**config.mk**
```make
export PLATFORM = sky130hd
export DESIGN_NAME = cockpit_clock_chronometer
export DESIGN_NICKNAME = d
export VERILOG_FILES = /design/src/clock_pkg.sv /design/src/input_filter.sv /design/src/cockpit_clock_chronometer.sv
export SDC_FILE = /design/constraint.sdc
export NUM_CORES = 1
export LEC_CHECK = 0
export BUFFER_PORTS_ARGS = -buffer_cell sky130_fd_sc_hd__buf_2
export CAP_MARGIN = 30
export CORE_ASPECT_RATIO = 0.7
export CORE_MARGIN = 1
export CORE_UTILIZATION = 32
export DETAILED_ROUTE_END_ITERATION = 8
export GPL_TIMING_DRIVEN = 0
export PLACE_DENSITY = 0.47
export SKIP_LAST_GASP = 1
export SYNTH_ARGS = -nofsm -noshare
export SYNTH_HDL_FRONTEND = slang
export SYNTH_SLANG_ARGS = --single-unit
```
**constraint.sdc**
```tcl
create_clock -name mclk_i -period 4.2 [get_ports mclk_i]
set_input_delay 0.42 -clock mclk_i [delete_from_list [all_inputs] [get_ports mclk_i]]
set_output_delay 0.42 -clock mclk_i [all_outputs]
set_load 0.05 [all_outputs]
```
**src/clock_pkg.sv**
```systemverilog
// Purpose: Shared constants, mode codes and helper functions for the panel clock.
// Assumes: 10 MHz reference clock on mclk_i.
// Notes:   Digits are BCD nibbles; DIGIT_BLANK turns a position dark.
package clock_pkg;
    // ==========================================================
    // Timing
    localparam int CLK_PERIOD_NS   = 100;
    localparam int SECOND_NS       = 1_000_000_000;
    localparam int SECOND_CYCLES   = SECOND_NS / CLK_PERIOD_NS;
    localparam int DEBOUNCE_NS     = 20_000_000;
    localparam int DEBOUNCE_CYCLES = (DEBOUNCE_NS + CLK_PERIOD_NS - 1) / CLK_PERIOD_NS;
    localparam int TEST_HOLD_S     = 2;
    localparam int TEST_CYCLES     = TEST_HOLD_S * SECOND_CYCLES;
    localparam int BLINK_PERIOD_S  = 2;
    localparam int BLINK_ON_NS     = 200_000_000;
    localparam int BLINK_CYCLES    = BLINK_ON_NS / CLK_PERIOD_NS;
    localparam int FT_SEC_PER_TENTH = 360;
    // ==========================================================
    // Counting limits and display codes
    localparam logic [4:0]  HOURS_PER_DAY = 5'd24;
    localparam logic [5:0]  MAX_MIN_SEC   = 6'h3b;
    localparam logic [6:0]  EL_MAX_HOURS  = 7'h63;
    localparam logic [23:0] FT_MAX        = 24'h999999;
    localparam logic [3:0]  DIGIT_BLANK   = 4'hf;
    localparam logic [23:0] ALL_BLANK     = 24'hffffff;
    localparam logic [23:0] ALL_EIGHT     = 24'h888888;
    // ==========================================================
    // Modes
    typedef enum logic [3:0] {
        M_LOCAL   = 4'h1,
        M_UTC     = 4'h2,
        M_FLIGHT  = 4'h4,
        M_ELAPSED = 4'h8
    } mode_e;

    function automatic mode_e mode_next(input mode_e m);
        case (m)
            M_LOCAL:  mode_next = M_UTC;
            M_UTC:    mode_next = M_FLIGHT;
            M_FLIGHT: mode_next = M_ELAPSED;
            default:  mode_next = M_LOCAL;
        endcase
    endfunction

    function automatic logic [7:0] to_bcd(input logic [6:0] v);
        to_bcd = {4'(v / 7'd10), 4'(v % 7'd10)};
    endfunction

    function automatic logic [23:0] disp_hms(input logic [6:0] h, input logic [5:0] m,
                                             input logic [5:0] s, input logic show);
        if (show) begin
            disp_hms = {to_bcd(h), to_bcd({1'b0, m}), to_bcd({1'b0, s})};
        end else begin
            disp_hms = {DIGIT_BLANK, DIGIT_BLANK, to_bcd(h), to_bcd({1'b0, m})};
        end
    endfunction

    // Six-digit BCD increment that sticks at the top value
    function automatic logic [23:0] bcd_inc(input logic [23:0] v);
        logic [23:0] r;
        logic        carry;
        r     = v;
        carry = 1'b1;
        if (v != FT_MAX) begin
            for (int i = 0; i < 6; i++) begin
                if (carry) begin
                    if (r[4*i +: 4] == 4'h9) begin
                        r[4*i +: 4] = 4'h0;
                    end else begin
                        r[4*i +: 4] = r[4*i +: 4] + 4'h1;
                        carry       = 1'b0;
                    end
                end
            end
        end
        bcd_inc = r;
    endfunction
endpackage

```
**src/input_filter.sv**
```systemverilog
// Purpose: Synchroniser and debouncer for one panel or discrete input.
// Assumes: Raw input is asynchronous to mclk_i.
// Notes:   Level changes only after DEB_CYCLES of agreement between stages two and three.
`timescale 1ns/1ps
module input_filter
    import clock_pkg::*;
#(
    parameter int DEB_CYCLES = DEBOUNCE_CYCLES
) (
    input  wire logic mclk_i,   // Reference clock
    input  wire logic rst_n_i,  // Synchronous reset, active low
    input  wire logic raw_i,    // Raw asynchronous input
    output logic      level_o,  // Debounced level
    output logic      rise_o    // One-cycle pulse on debounced rise
);
    logic        s1;
    logic        s2;
    logic        s3;
    logic [17:0] cnt;

    // ==========================================================
    // Synchroniser
    always_ff @(posedge mclk_i) begin
        if (!rst_n_i) begin
            s1 <= 1'b0;
            s2 <= 1'b0;
            s3 <= 1'b0;
        end else begin
            s1 <= raw_i;
            s2 <= s1;
            s3 <= s2;
        end
    end

    // ==========================================================
    // Debounce: contact bounce restarts the count
    always_ff @(posedge mclk_i) begin
        if (!rst_n_i) begin
            level_o <= 1'b0;
            rise_o  <= 1'b0;
            cnt     <= 18'h0;
        end else begin
            rise_o <= 1'b0;
            if (s2 == s3 && s3 != level_o) begin
                if (cnt == 18'(DEB_CYCLES - 1)) begin
                    level_o <= s3;
                    rise_o  <= s3;
                    cnt     <= 18'h0;
                end else begin
                    cnt <= cnt + 18'h1;
                end
            end else begin
                cnt <= 18'h0;
            end
        end
    end
endmodule

```
**src/cockpit_clock_chronometer.sv**
```systemverilog
// Purpose: Mode, timekeeping and display logic of a panel clock/chronometer.
// Assumes: Clock and this logic stay powered from the battery; main_power_i reports bus power.
// Notes:   Digits are BCD nibbles, most significant first; 4'hf is a dark digit.
`timescale 1ns/1ps
module cockpit_clock_chronometer
    import clock_pkg::*;
#(
    parameter int SEC_CYC   = SECOND_CYCLES,
    parameter int BLINK_CYC = BLINK_CYCLES,
    parameter int TEST_CYC  = TEST_CYCLES,
    parameter int DEB_CYC   = DEBOUNCE_CYCLES
) (
    input  wire logic        mclk_i,       // 10 MHz reference clock
    input  wire logic        rst_n_i,      // Synchronous reset, active low
    input  wire logic        main_power_i, // Main power present, pin level
    input  wire logic        mode_btn_i,   // MODE button, high when pressed
    input  wire logic        minus_btn_i,  // Minus button, high when pressed
    input  wire logic        plus_btn_i,   // Plus button, high when pressed
    input  wire logic        ft_enable_i,  // Flight timer enable discrete, high active
    input  wire logic        hour24_i,     // Local time in 24 hour format
    input  wire logic        show_sec_i,   // Show seconds
    input  wire logic        set_i,        // One-cycle strobe: load set values
    input  wire logic        set_utc_i,    // Strobe targets universal hours
    input  wire logic        set_mmss_i,   // Strobe also loads minutes and seconds
    input  wire logic [4:0]  set_hh_i,     // Hours to load, 0 to 23
    input  wire logic [5:0]  set_mm_i,     // Minutes to load, 0 to 59
    input  wire logic [5:0]  set_ss_i,     // Seconds to load, 0 to 59
    input  wire logic        ft_clear_i,   // One-cycle strobe: clear resettable timer
    output logic      [23:0] digits_o,     // Six BCD digits
    output logic             dp_o,         // Decimal point
    output logic             ann_utc_o,    // UTC annunciator
    output logic             ann_flight_o, // FLIGHT annunciator
    output logic             ann_timer_o   // TIMER annunciator
);
    logic        pwr;
    logic        pwr_rise;
    logic        mode_rise;
    logic        minus_lvl;
    logic        minus_rise;
    logic        plus_lvl;
    logic        plus_rise;
    logic        ft_lvl;
    mode_e       mode;
    logic [23:0] tick_cnt;
    logic        sec_tick;
    logic        even_sec;
    logic [24:0] hold_cnt;
    logic        test_on;
    logic [4:0]  loc_hh;
    logic [4:0]  utc_hh;
    logic [5:0]  mm;
    logic [5:0]  ss;
    logic [8:0]  ft_sec;
    logic [23:0] ft_res;
    logic [23:0] ft_tot;
    logic [6:0]  el_hh;
    logic [5:0]  el_mm;
    logic [5:0]  el_ss;
    logic        el_run;
    logic [4:0]  hh12;
    logic        blink;
    logic [23:0] next_digits;
    logic        next_dp;
    logic [2:0]  next_ann;

    // ==========================================================
    // Input conditioning
    input_filter #(.DEB_CYCLES(DEB_CYC)) u_pwr (.mclk_i(mclk_i), .rst_n_i(rst_n_i),
        .raw_i(main_power_i), .level_o(pwr), .rise_o(pwr_rise));
    input_filter #(.DEB_CYCLES(DEB_CYC)) u_mode (.mclk_i(mclk_i), .rst_n_i(rst_n_i),
        .raw_i(mode_btn_i), .level_o(), .rise_o(mode_rise));
    input_filter #(.DEB_CYCLES(DEB_CYC)) u_minus (.mclk_i(mclk_i), .rst_n_i(rst_n_i),
        .raw_i(minus_btn_i), .level_o(minus_lvl), .rise_o(minus_rise));
    input_filter #(.DEB_CYCLES(DEB_CYC)) u_plus (.mclk_i(mclk_i), .rst_n_i(rst_n_i),
        .raw_i(plus_btn_i), .level_o(plus_lvl), .rise_o(plus_rise));
    input_filter #(.DEB_CYCLES(DEB_CYC)) u_ften (.mclk_i(mclk_i), .rst_n_i(rst_n_i),
        .raw_i(ft_enable_i), .level_o(ft_lvl), .rise_o());

    // ==========================================================
    // One second timebase; runs on battery so the clocks never stop
    always_ff @(posedge mclk_i) begin
        if (!rst_n_i) begin
            tick_cnt <= 24'h0;
            sec_tick <= 1'b0;
            even_sec <= 1'b0;
        end else begin
            sec_tick <= 1'b0;
            if (tick_cnt == 24'(SEC_CYC - 1)) begin
                tick_cnt <= 24'h0;
                sec_tick <= 1'b1;
                even_sec <= ~even_sec;
            end else begin
                tick_cnt <= tick_cnt + 24'h1;
            end
        end
    end

    // ==========================================================
    // Mode selection
    always_ff @(posedge mclk_i) begin
        if (!rst_n_i) begin
            mode <= M_LOCAL;
        end else if (pwr_rise) begin
            mode <= M_LOCAL;
        end else if (pwr && mode_rise && !test_on) begin
            mode <= mode_next(mode);
        end
    end

    property p_mode_step;
        @(posedge mclk_i) disable iff (!rst_n_i)
        (pwr && mode_rise && !test_on && !pwr_rise) |=> (mode == mode_next($past(mode)));
    endproperty
    a_mode_step: assert property (p_mode_step) else $error("mode did not advance");

    property p_power_local;
        @(posedge mclk_i) disable iff (!rst_n_i)
        pwr_rise |=> (mode == M_LOCAL) ##1 (!ann_utc_o && !ann_flight_o && !ann_timer_o);
    endproperty
    a_power_local: assert property (p_power_local) else $error("power-up not local");

    // ==========================================================
    // Display test hold timer
    always_ff @(posedge mclk_i) begin
        if (!rst_n_i) begin
            hold_cnt <= 25'h0;
            test_on  <= 1'b0;
        end else if (pwr && minus_lvl && plus_lvl) begin
            if (hold_cnt == 25'(TEST_CYC - 1)) begin
                test_on <= 1'b1;
            end else begin
                hold_cnt <= hold_cnt + 25'h1;
            end
        end else begin
            hold_cnt <= 25'h0;
            test_on  <= 1'b0;
        end
    end

    // ==========================================================
    // Local and universal time; minutes and seconds are one shared pair
    // so setting them in either mode sets both, and they can never drift apart
    always_ff @(posedge mclk_i) begin
        if (!rst_n_i) begin
            loc_hh <= 5'h0;
            utc_hh <= 5'h0;
            mm     <= 6'h0;
            ss     <= 6'h0;
        end else if (pwr && set_i) begin
            if (set_utc_i) begin
                utc_hh <= set_hh_i;
            end else begin
                loc_hh <= set_hh_i;
            end
            if (set_mmss_i) begin
                mm <= set_mm_i;
                ss <= set_ss_i;
            end
        end else if (sec_tick) begin
            ss <= (ss == MAX_MIN_SEC) ? 6'h0 : ss + 6'h1;
            if (ss == MAX_MIN_SEC) begin
                mm <= (mm == MAX_MIN_SEC) ? 6'h0 : mm + 6'h1;
                if (mm == MAX_MIN_SEC) begin
                    loc_hh <= (loc_hh == HOURS_PER_DAY - 5'h1) ? 5'h0 : loc_hh + 5'h1;
                    utc_hh <= (utc_hh == HOURS_PER_DAY - 5'h1) ? 5'h0 : utc_hh + 5'h1;
                end
            end
        end
    end

    // ==========================================================
    // Flight timers, tenths of an hour
    always_ff @(posedge mclk_i) begin
        if (!rst_n_i) begin
            ft_sec <= 9'h0;
            ft_res <= 24'h0;
            ft_tot <= 24'h0;
        end else begin
            if (pwr && ft_lvl && sec_tick) begin
                if (ft_sec == 9'(FT_SEC_PER_TENTH - 1)) begin
                    ft_sec <= 9'h0;
                    ft_tot <= bcd_inc(ft_tot);
                    ft_res <= bcd_inc(ft_res);
                end else begin
                    ft_sec <= ft_sec + 9'h1;
                end
            end
            if (pwr && ft_clear_i) begin
                ft_res <= 24'h0;
            end
        end
    end

    property p_ft_hold;
        @(posedge mclk_i) disable iff (!rst_n_i)
        !pwr |=> (ft_res == $past(ft_res)) && (ft_tot == $past(ft_tot));
    endproperty
    a_ft_hold: assert property (p_ft_hold) else $error("flight timer moved without power");

    property p_ft_sat;
        @(posedge mclk_i) disable iff (!rst_n_i)
        (ft_tot == FT_MAX) |=> (ft_tot == FT_MAX);
    endproperty
    a_ft_sat: assert property (p_ft_sat) else $error("flight total passed its maximum");

    // ==========================================================
    // Elapsed timer; dropped on power loss since it is not battery kept
    always_ff @(posedge mclk_i) begin
        if (!rst_n_i || !pwr) begin
            el_hh  <= 7'h0;
            el_mm  <= 6'h0;
            el_ss  <= 6'h0;
            el_run <= 1'b0;
        end else if (minus_rise && mode == M_ELAPSED) begin
            el_hh <= 7'h0;
            el_mm <= 6'h0;
            el_ss <= 6'h0;
        end else begin
            if (plus_rise && mode == M_ELAPSED) begin
                el_run <= ~el_run;
            end
            if (el_run && sec_tick) begin
                el_ss <= (el_ss == MAX_MIN_SEC) ? 6'h0 : el_ss + 6'h1;
                if (el_ss == MAX_MIN_SEC) begin
                    el_mm <= (el_mm == MAX_MIN_SEC) ? 6'h0 : el_mm + 6'h1;
                    if (el_mm == MAX_MIN_SEC) begin
                        el_hh <= (el_hh == EL_MAX_HOURS) ? 7'h0 : el_hh + 7'h1;
                    end
                end
            end
        end
    end

    property p_el_wrap;
        @(posedge mclk_i) disable iff (!rst_n_i)
        (pwr && el_run && sec_tick && !minus_rise && el_hh == EL_MAX_HOURS
         && el_mm == MAX_MIN_SEC && el_ss == MAX_MIN_SEC)
        |=> (el_hh == 7'h0 && el_mm == 6'h0 && el_ss == 6'h0);
    endproperty
    a_el_wrap: assert property (p_el_wrap) else $error("elapsed timer did not wrap");

    property p_el_toggle;
        @(posedge mclk_i) disable iff (!rst_n_i)
        (pwr && mode == M_ELAPSED && plus_rise && !minus_rise) |=> (el_run != $past(el_run));
    endproperty
    a_el_toggle: assert property (p_el_toggle) else $error("plus did not toggle timer");

    property p_el_clear;
        @(posedge mclk_i) disable iff (!rst_n_i)
        (pwr && mode == M_ELAPSED && minus_rise) |=>
        (el_hh == 7'h0 && el_mm == 6'h0 && el_ss == 6'h0 && el_run == $past(el_run));
    endproperty
    a_el_clear: assert property (p_el_clear) else $error("minus did not clear timer");

    // ==========================================================
    // Display composition
    assign blink = pwr && ft_lvl && even_sec && (tick_cnt < 24'(BLINK_CYC));

    always_comb begin
        hh12        = (loc_hh >= 5'd12) ? loc_hh - 5'd12 : loc_hh;
        hh12        = (hh12 == 5'h0) ? 5'd12 : hh12;
        next_digits = ALL_BLANK;
        next_dp     = 1'b0;
        next_ann    = 3'h0;
        if (!pwr) begin
            next_digits = ALL_BLANK;
        end else if (test_on) begin
            next_digits = ALL_EIGHT;
            next_dp     = 1'b1;
            next_ann    = 3'h7;
        end else begin
            case (mode)
                M_LOCAL: begin
                    next_digits = disp_hms({2'b00, hour24_i ? loc_hh : hh12}, mm, ss,
                                           show_sec_i);
                end
                M_UTC: begin
                    next_digits = disp_hms({2'b00, utc_hh}, mm, ss, show_sec_i);
                    next_ann    = 3'h4;
                end
                M_FLIGHT: begin
                    next_digits = (minus_lvl || plus_lvl) ? ft_tot : ft_res;
                    next_dp     = blink;
                    next_ann    = 3'h2;
                end
                M_ELAPSED: begin
                    next_digits = disp_hms(el_hh, el_mm, el_ss, 1'b1);
                    next_ann    = 3'h1;
                end
                default: begin
                    next_digits = ALL_BLANK;
                end
            endcase
        end
    end

    always_ff @(posedge mclk_i) begin
        if (!rst_n_i) begin
            digits_o     <= ALL_BLANK;
            dp_o         <= 1'b0;
            ann_utc_o    <= 1'b0;
            ann_flight_o <= 1'b0;
            ann_timer_o  <= 1'b0;
        end else begin
            digits_o     <= next_digits;
            dp_o         <= next_dp;
            ann_utc_o    <= next_ann[2];
            ann_flight_o <= next_ann[1];
            ann_timer_o  <= next_ann[0];
        end
    end

    property p_blank;
        @(posedge mclk_i) disable iff (!rst_n_i)
        !pwr |=> (digits_o == ALL_BLANK) && !dp_o && !ann_utc_o && !ann_flight_o && !ann_timer_o;
    endproperty
    a_blank: assert property (p_blank) else $error("display lit without power");

    property p_utc_ann;
        @(posedge mclk_i) disable iff (!rst_n_i)
        (pwr && !test_on && mode == M_UTC) |=> (ann_utc_o && !ann_flight_o && !ann_timer_o);
    endproperty
    a_utc_ann: assert property (p_utc_ann) else $error("UTC annunciator wrong");

    property p_ft_show;
        @(posedge mclk_i) disable iff (!rst_n_i)
        (pwr && !test_on && mode == M_FLIGHT) |=>
        (digits_o == (($past(minus_lvl) || $past(plus_lvl)) ? $past(ft_tot) : $past(ft_res)))
        && ann_flight_o;
    endproperty
    a_ft_show: assert property (p_ft_show) else $error("wrong flight timer shown");

    property p_no_blink;
        @(posedge mclk_i) disable iff (!rst_n_i)
        (pwr && !test_on && !ft_lvl) |=> !dp_o;
    endproperty
    a_no_blink: assert property (p_no_blink) else $error("point lit with timer idle");

    property p_test;
        @(posedge mclk_i) disable iff (!rst_n_i)
        (pwr && test_on) |=> (digits_o == ALL_EIGHT) && dp_o && ann_utc_o && ann_flight_o
        && ann_timer_o;
    endproperty
    a_test: assert property (p_test) else $error("display test pattern wrong");
endmodule

```
==> metrics.txt, run 1 <==
outcome complete, no violations; WS Path Type register to register; Reg clk slew, reported paths approximately 60 ps; WL/cell between 15 and 20 um; vias in the first global route approximately 12,000; core box area between 40,000 and 50,000 sq um; CP Max Fanout 7; Vias 13,500; ranking of synthesized cells by area dfxtp_1, nor2_1, xor2_1, xnor2_1, nand2_1; Post-CTS Resized 0; Clock Latency Late Sink between 500 and 600 ps; most common cell in the netlist dfxtp_1; die area ~50,000 sq um; Synth top area share 37.7%; initial antenna violation count 1; die height 188 um; initial core utilization 32.7%; Finished Core Util a little under two fifths; RSZ-0062 raised after global routing no; Post-synth top flop dfxtp_1; metal1 wirelength 22.6 mm; setup TNS 0 ps; Max Root-Sink Buffers 3; Arr. time, crit path roughly 4200 ps; flops & latches, synth just under 300; via/cell ratio around 5; Max VDD drop between 0.2 and 0.3 mV; syn_nets ~2,000; drt initial violations roughly 1,000; CP Capture Type register; uppermost layer routed met4; Post-Route WL approximately 42 mm; most instantiated cells after synthesis dfxtp_1, nor2_1, nand2_1; Worst Max-Slew Pin Slew about 1100 ps; # setup viols final 0; dpl hpwl between 30 and 40 mm; Num CTS Buffers 34; CTS Sinks approximately 300; pin count of the biggest net entering global routing 14; ANT nets after route 0; Buffers on Ports 56; f_max between 200 and 300 MHz; Startpoint Class register; fill count between 4,000 and 5,000; Hold Slack around 100 ps; DRC viols 0; Netlist cell types between 90 and 100; met3 WL roughly 1.9 mm; area grow syn2layout 14.4%; Hold Path Class input port to register; Max Slew Vio Count 0; fraction of layout cells with a size suffix above 1 ~8.0%; min Tclk post-route around 3800 ps; GRT Util Overall between 15 and 20%; Synth Area per Inst a little over 8 sq um; Final GP Congestion a little under 0.9; metal2 WL about 16 mm; TritonCTS clock tree done; IO Pins slightly below 60; Net count, final around 2,100; dpl cell area between 15,000 and 20,000 sq um; worst slew margin relative to its limit slightly below 30%; TritonRoute pass-1 iters 5; DIE WIDTH ~270 um; Synth Cell Area between 15,000 and 20,000 sq um; fin area 18,000 sq um; area leader, netlist dfxtp_1; grt total ovfl 0; first-pass GRT wire length 68.2 mm; Root Buffer clkbuf_16; skew final roughly 17 ps; fraction of synthesis flops using an asynchronous set or reset pin 0%; Synth Instances around 1,900; Post-synth EDFFs 0; final hold vios 0; # hold bufs at CTS 0; Max Cap Viol 0; sequential-to-total area share from yosys stat approximately 38%; period utilisation layout 90.6%; Lkg Pwr 6.37 nW; PwrDens 333 nW/um^2; Required @ worst endpoint approximately 4600 ps; Syn. warnings 0; post-CTS setup buffers 0; row count between 60 and 70; H-tree levels 2
placed cells by master, fill, tap and decap left out, types with 10 or more instances in the layout:
master,n
dfxtp_1,296
o21ai_0,95
clkbuf_16,37
nor4_1,17
inv_1,62
nor2b_1,54
nand3_1,86
a21oi_1,100
clkbuf_1,65
nor2_1,275
xnor2_1,79
and3_1,38
nand4_1,37
xor2_1,103
or3_1,14
nand2_1,165
nor4bb_1,14
nand2b_1,20
ha_1,48
o31ai_1,10
nor3_1,36
mux2i_1,32
and2_1,38
buf_2,67
nor3b_1,18
nand3b_1,10
final cells by class:
class / count / area (sq um) / area share (%)
Antenna cell: 2 / 5.00 / 0.0278
Buffer: 72 / 294 / 1.63
Clock inverter: 5 / 75.1 / 0.416
Inverter: 63 / 236 / 1.31
Timing Repair Buffer: 57 / 285 / 1.58
Tap cell: 655 / 820 / 4.55
Sequential cell: 297 / 5950 / 33.0
Clock buffer: 56 / 1070 / 5.92
Multi-Input combinational cell: 1478 / 9300 / 51.6
critical path: stages, from the launching register on:
cell and delay (ps):
dfxtp_1 340, inv_1 180, ha_2 330, a21o_1 170
o21ai_0 100, o31a_1 350, inv_1 100, ha_1 150
inv_1 40, ha_1 240, a31oi_4 250, xnor2_1 180
ha_1 240, nand2b_1 110, o21ai_0 80, a21oi_1 500
o2111ai_1 260
metrics by stage:
stage	std cells	power [mW]	setup WS (ps)
2_1_floorplan	1910	2.94	1020
3_3_place_gp	2621	2.99	337
3_5_place_dp	2622	2.99	337
4_1_cts	2683	6.11	306
5_1_grt	2684	6.24	28.1
6_report	2685	6.00	395
routing by layer:
| layer | up-vias | track usage [%] |
|---|---|---|
| met4 | 0 | 4.75 |
| li1 | 6877 | - |
| met5 | - | 0 |
| met2 | 256 | 23.5 |
| met1 | 6304 | 26.3 |
| met3 | 55 | 2.61 |
state kept, by name, summed over array words and instances, names as in the netlist, 4 cells and up:
name,count
ft_res,24
mm,6
el_ss,6
mode,4
u_ften.cnt,18
digits_o,24
u_mode.cnt,18
el_hh,7
loc_hh,5
ft_tot,24
u_pwr.cnt,18
u_minus.cnt,18
ss,6
hold_cnt,25
tick_cnt,24
u_plus.cnt,18
utc_hh,5
ft_sec,9
el_mm,6
kinds of logic (layout without fill, tap and decap cells):
family / after synthesis / count (layout) / synth area share, %
AOI/OAI and AO/OA: 334 / 334 / 14.2
xor gates and xnor gates: 183 / 183 / 10.2
adders and majority gates: 49 / 49 / 3.89
buffers and inverters: 135 / 253 / 3.37
DFF: 297 / 297 / 37.7
muxes: 34 / 34 / 2.17
other: 0 / 2 / 0
and+or+nand+nor: 878 / 878 / 28.5
worst paths after layout:
check | startpoint | endpoint | slack (ps) | cells past startpoint
max reg2reg | loc_hh[0] | digits_o[19] | 400 | 16
max | loc_hh[0] | digits_o[19] | 400 | 16
min reg2reg | u_mode.s1 | u_mode.s2 | 430 | 1
min | plus_btn_i | u_plus.s1 | 100 | 2
power breakdown:
group	leakage, nW	switching, mW	internal, mW
Clock	0.560	1.22	1.86
Sequential	2.40	0.00618	2.83
Combinational	3.41	0.0622	0.0303
Power figures use the tool's default switching activity.
==> run 2, diff against run 1 <==
--- a/config.mk
+++ b/config.mk
@@ -7,9 +7,10 @@
 export LEC_CHECK = 0
 export BUFFER_PORTS_ARGS = -buffer_cell sky130_fd_sc_hd__buf_2
 export CAP_MARGIN = 30
-export CORE_ASPECT_RATIO = 0.7
 export CORE_MARGIN = 1
 export CORE_UTILIZATION = 32
+export CTS_BUF_LIST = sky130_fd_sc_hd__clkbuf_4 sky130_fd_sc_hd__clkbuf_8
+export CTS_CLUSTER_DIAMETER = 80
 export DETAILED_ROUTE_END_ITERATION = 8
 export GPL_TIMING_DRIVEN = 0
 export PLACE_DENSITY = 0.47
==> run 2 against run 1 <==
  * Critical path depth fell by 1
  * Register-to-register slack got worse by 130 ps
  * Non-clock buffer count rose by 5
  * Cell count rose by 1.5%
  * Global-route usage fell by 0.15 points
  * Largest power group unchanged
==> metrics.txt, run 2 (synthesis results as in run 1) <==
outcome complete, no violations; fraction of layout cells with a size suffix above 1 between 10% and 20%; Buffers on Ports 56; Critical Path Sink digits_o[18]; PwrDens 335 nW/um^2; Root Buffer clkbuf_8; Startpoint Class register; CP Capture Type register; commonest non-fill, non-tap cell in the layout dfxtp_1; TritonCTS clock tree done; ANT nets after route 0; pin count of the biggest net entering global routing 17; CP max stage delay roughly 520 ps; area grow syn2layout 15.4%; max reg flops 25; Required @ worst endpoint ~4700 ps; Hold Slack ~130 ps; row count 80; f_max approximately 250 MHz; drt initial violations between 700 and 800; vias in the first global route about 13,000; slowest CP cell dfxtp_1; Worst Max-Slew Pin Slew between 900 and 1000 ps; Bufs and invs on worst path 2; final setup margin roughly 270 ps; fin area 18,200 sq um; Arr. time, crit path between 4000 and 5000 ps; initial antenna violation count 2; crit-path cells ha_1 -> a21o_1 -> o21ai_0 -> o31a_1 -> inv_1 -> ha_1 -> inv_1 -> ha_1 -> a31oi_4 -> xnor2_1 -> ha_1 -> o221a_2 -> a211oi_1 -> nor3_1 -> a31oi_1; Clock Latency Late Sink 650 ps; dpl cell area around 17,000 sq um; initial core utilization approximately a third; R2R Setup Slk 270 ps; DIE WIDTH 224 um; period utilisation layout between 90% and 100%; Lkg Pwr between 6 and 7 nW; Crit path max-delay family compound AO/OA/AOI/OAI gates; CTS Sinks between 200 and 300; worst slew margin relative to its limit approximately a third; WS Path Type register to register; most frequent cells in the layout dfxtp_1, nor2_1, nand2_1, xor2_1, a21oi_1; via/cell ratio around 5.0; # diodes 0; Final GP Congestion ~0.86; final hold vios 0; grt total ovfl 0; die height 224 um; Reg clk slew, reported paths ~60 ps; Post-Route WL 41.7 mm; WL/cell 15.3 um; TritonRoute pass-1 iters 5; RR Endpoint digits_o[18]; Worst Setup SP loc_hh[2]; setup TNS 0 ps; Largest Register hold_cnt; Vias 13,700; Num CTS Buffers 55; DRC viols 0; pre-CTS WS 311 ps; post-CTS setup buffers 0; dpl hpwl a little over 30 mm; IO Pins 58; Post-CTS Resized 0; Max VDD drop between 0.2 and 0.25 mV; skew final between 20 and 25 ps; core box area slightly below 50,000 sq um; critical path's most frequent cell ha_1; first-pass GRT wire length just under 70 mm; min Tclk post-route 3930 ps; r2r worst-path depth 15; Finished Core Util 37.8%; Net count, final around 2,100; Max Slew Vio Count 0; GRT Util Overall between 10% and 20%; Max Cap Viol 0; H-tree levels 2; # hold bufs at CTS 5; Hold Path Class input port to register; Max Root-Sink Buffers 3; Worst path depth 15; Worst R2R Start loc_hh[2]; # setup viols final 0; RSZ-0062 raised after global routing no; CP Max Fanout 11; die area roughly 50,000 sq um
## run 2: cell count changes in the layout (fill, tap and decap cells not counted), sizes merged
cell	change
dlygate4sd3	+5
clkinv	+7
clkinvlp	+1
inv	+2
bufinv	+2
buf	-1
clkbuf	+26
diode	-2
## run 2: where the power goes
part | internal (mW) | total (mW) | switching, mW
Sequential | 2.83 | 2.83 | 0.00618
Clock | 1.85 | 3.15 | 1.30
Combinational | 0.0334 | 0.0962 | 0.0628
## run 2: routing by layer
metal | share of wire (%) | up-vias | GRT usage (%) | wire [um]
met1 | 47 | 6453 | 21.6 | 19800
met4 | 2.7 | 2 | 5.88 | 1130
li1 | - | 6911 | - | -
met3 | 5.0 | 78 | 3.96 | 2100
met5 | 0.026 | - | 0 | 11
met2 | 45 | 269 | 27.2 | 18700
## run 2: stage by stage
step                total power, mW  instances
finish                         6.08       2726
global route                   6.34       2726
CTS                            6.21       2725
detailed placement             2.99       2622
global placement               2.99       2622
floorplan                      2.94       1910
## run 2: worst register-to-register path, delay by kind of cell, from the launching register on
family                   cells  cell delay, ps
adder cells (fa/ha/maj)      4             970
flip-flops                   1             520
buffers and inverters        2             130
AO/OA/AOI/OAI                7            1870
XOR/XNOR                     1             120
AND/OR/NAND/NOR              1             180
## run 2: worst min-delay path by stage
stage                start   endpoint  slack [ps]  cells after the start
2_1_floorplan    u_ften.s1  u_ften.s2         410                      1
3_3_place_gp     u_plus.s1  u_plus.s2         420                      1
3_5_place_dp     u_plus.s1  u_plus.s2         420                      1
4_1_cts        set_ss_i[0]      ss[0]          70                      4
5_1_grt        set_ss_i[1]      ss[1]         100                      4
6_report       set_ss_i[1]      ss[1]         130                      4
## run 2: cell type report
type                    count  area [sq um]
plain buffers              72           294
flip-flops and latches    297          5950
fillers                  4972         30000
clock inverters            17           210
inverters                  63           236
repair buffers             62           338
clock buffers              81          1050
multi-input cells        1478          9290
well taps                 656           821
==> run 3, diff against run 2 <==
--- a/config.mk
+++ b/config.mk
@@ -12,8 +12,8 @@
 export CTS_BUF_LIST = sky130_fd_sc_hd__clkbuf_4 sky130_fd_sc_hd__clkbuf_8
 export CTS_CLUSTER_DIAMETER = 80
 export DETAILED_ROUTE_END_ITERATION = 8
-export GPL_TIMING_DRIVEN = 0
 export PLACE_DENSITY = 0.47
+export REMOVE_ABC_BUFFERS = 1
 export SKIP_LAST_GASP = 1
 export SYNTH_ARGS = -nofsm -noshare
 export SYNTH_HDL_FRONTEND = slang
==> run 3 against run 2 <==
  * Count of clock-buffer cells in the layout rose by 8
  * Sequential power about the same
  * Critical path depth stayed put
  * Wire length fell by 5.3%
  * Non-clock buffer count shrank 61
  * Cell count down 2.4%
  * Clock power shrank 9.8%
  * Worst hold slack better by 3.4 ps
  * First-iteration DRC count is 21% lower
  * Core utilization is 0.72 points lower
  * Via count down 3.1%
  * Worst setup slack improved by 290 ps
==> metrics.txt, run 3 (synthesis results as in run 1) <==
most frequent cells in the layout dfxtp_1, nor2_1, nand2_1, xor2_1, a21oi_1; Net count, final between 2,000 and 2,500; R2R Setup Slk 560 ps; min Tclk post-route 3640 ps; IO Pins 58; WL/cell 14.9 um; worst hold endpoint ss[1]; f_max between 200 and 300 MHz; H-tree levels 2; M3 GR Usage under 10%; Post-Route WL slightly below 40 mm; Max VDD drop roughly 0.18 mV; final hold vios 0; Sequential Area around 5900 sq um; PwrDens around 320 nW/um^2; area grow syn2layout 13.2%; WS Path Type register to register; Final GP Congestion between 0.8 and 0.9; pin count of the biggest net entering global routing slightly above 60; met1 usage between 20% and 30%; setup TNS 0 ps; ANT nets after route 0; Required @ worst endpoint 4770 ps; max reg flops 25; first-pass GRT wire length about 65 mm; r2r worst-path depth 15; Lkg Pwr around 6.3 nW; Startpoint Class register; post-CTS setup buffers 0; slowest CP cell dfxtp_1; Max Root-Sink Buffers 3; Buffers on Ports between 50 and 60; Root Buffer clkbuf_8; GRT Util Overall ~16%; Hold Path Class input port to register; row count 80; initial antenna violation count 0; CP max stage delay about 500 ps; Reg clk slew, reported paths approximately 60 ps; RR Endpoint digits_o[18]; CP Capture Type register; Arr. time, crit path 4200 ps; fraction of layout cells with a size suffix above 1 between 10 and 15%; GR peak layer met2; Post-CTS Resized 0; # setup viols final 0; Worst Max-Slew Pin Slew 1030 ps; Max Cap Viol 0; outcome complete, no violations; worst hold path depth 4; period utilisation layout between 80 and 90%; TritonRoute pass-1 iters 5; Worst R2R Start loc_hh[2]; critical path's most frequent cell ha_1; core box area between 40,000 and 50,000 sq um; area of the multi-input gates approximately 9300 sq um; vias in the first global route around 13,000; TritonCTS clock tree done; initial core utilization roughly 33%; crit-path cells ha_1 -> xor2_1 -> and3_1 -> o31a_1 -> inv_1 -> ha_1 -> inv_1 -> ha_1 -> a31oi_4 -> xnor2_1 -> ha_1 -> o221a_2 -> a211oi_1 -> nor3_1 -> a31oi_1; Overall Power roughly 5.8 mW; DIE WIDTH between 200 and 250 um; die height 224 um; CP Max Fanout 11; Clock Latency Late Sink 650 ps; skew final around 36 ps; # hold bufs at CTS 5; Vias 13,300; die area 50,100 sq um; Num CTS Buffers between 50 and 60; fill count around 5,000; CTS Sinks between 200 and 300; RSZ-0062 raised after global routing no; worst slew margin relative to its limit between 30% and 40%; grt total ovfl 0; via/cell ratio about 5.0; Largest Register hold_cnt; Max Slew Vio Count 0; routing usage on met2 approximately a quarter; dpl hpwl 28.0 mm; commonest non-fill, non-tap cell in the layout dfxtp_1; DRC viols 0; drt initial violations 606; source of the worst hold timing path set_ss_i[1]; # diodes 0
-- run 3: changes by cell type in the layout (fill, tap and decap cells not counted), sizes merged --
cell,previous run,this run
clkbuf,135,89
clkinv,10,1
buf,75,68
bufinv,4,0
-- run 3: stage by stage --
stage / cell area (sq um) / util (%) / instances / setup slack [ps] / hold WS, ps
final: 17800 / 37.0 / 2660 / 564 / 135
after global routing: 17800 / 37.0 / 2660 / 247 / 143
after CTS: 17800 / 37.0 / 2660 / 600 / 89.4
after detailed placement: 16700 / 34.6 / 2562 / 619 / 422
after global placement: 16700 / 34.6 / 2562 / 734 / 429
after floorplan: 15500 / - / 1838 / 1020 / 412
-- run 3: how the worst max path moves through the flow --
stage                    from      endpoint  slack (ps)  depth (start not counted)
floorplan           loc_hh[2]  digits_o[18]        1020                         15
global placement    loc_hh[2]  digits_o[18]         730                         15
detailed placement  loc_hh[2]  digits_o[18]         620                         15
CTS                 loc_hh[2]  digits_o[18]         600                         15
global route        loc_hh[2]  digits_o[18]         250                         15
finish              loc_hh[2]  digits_o[18]         560                         15
-- run 3: metal layers --
layer	share of wire [%]	wire (um)	vias to the layer above
met3	4.1	1610	87
met2	44	17400	230
met1	48	19100	6185
met5	0	0	-
met4	3.5	1400	0
li1	-	-	6783
-- run 3: critical path, delay by kind of cell (launching register included) --
kind / cells / cell delay (ps)
flip-flops: 1 / 510
XOR/XNOR: 2 / 260
buffers and inverters: 2 / 140
AO/OA/AOI/OAI: 5 / 1320
AND/OR/NAND/NOR: 2 / 360
adder cells (fa/ha/maj): 4 / 950
-- run 3: layout make-up --
class	count	share of cell area [%]
timing repair buffer	73	2.34
tap	656	4.60
sequential	297	33.3
clock inverter	4	0.168
clock buffer	89	6.10
inverter	63	1.33
multi-input combinational	1478	52.1
-- run 3: where the power goes --
part,leakage [nW],internal (mW),total [mW],switching [mW]
sequential,2.40,2.83,2.83,0.00666
clock,0.596,1.62,2.84,1.22
combinational,3.35,0.0322,0.0871,0.0549
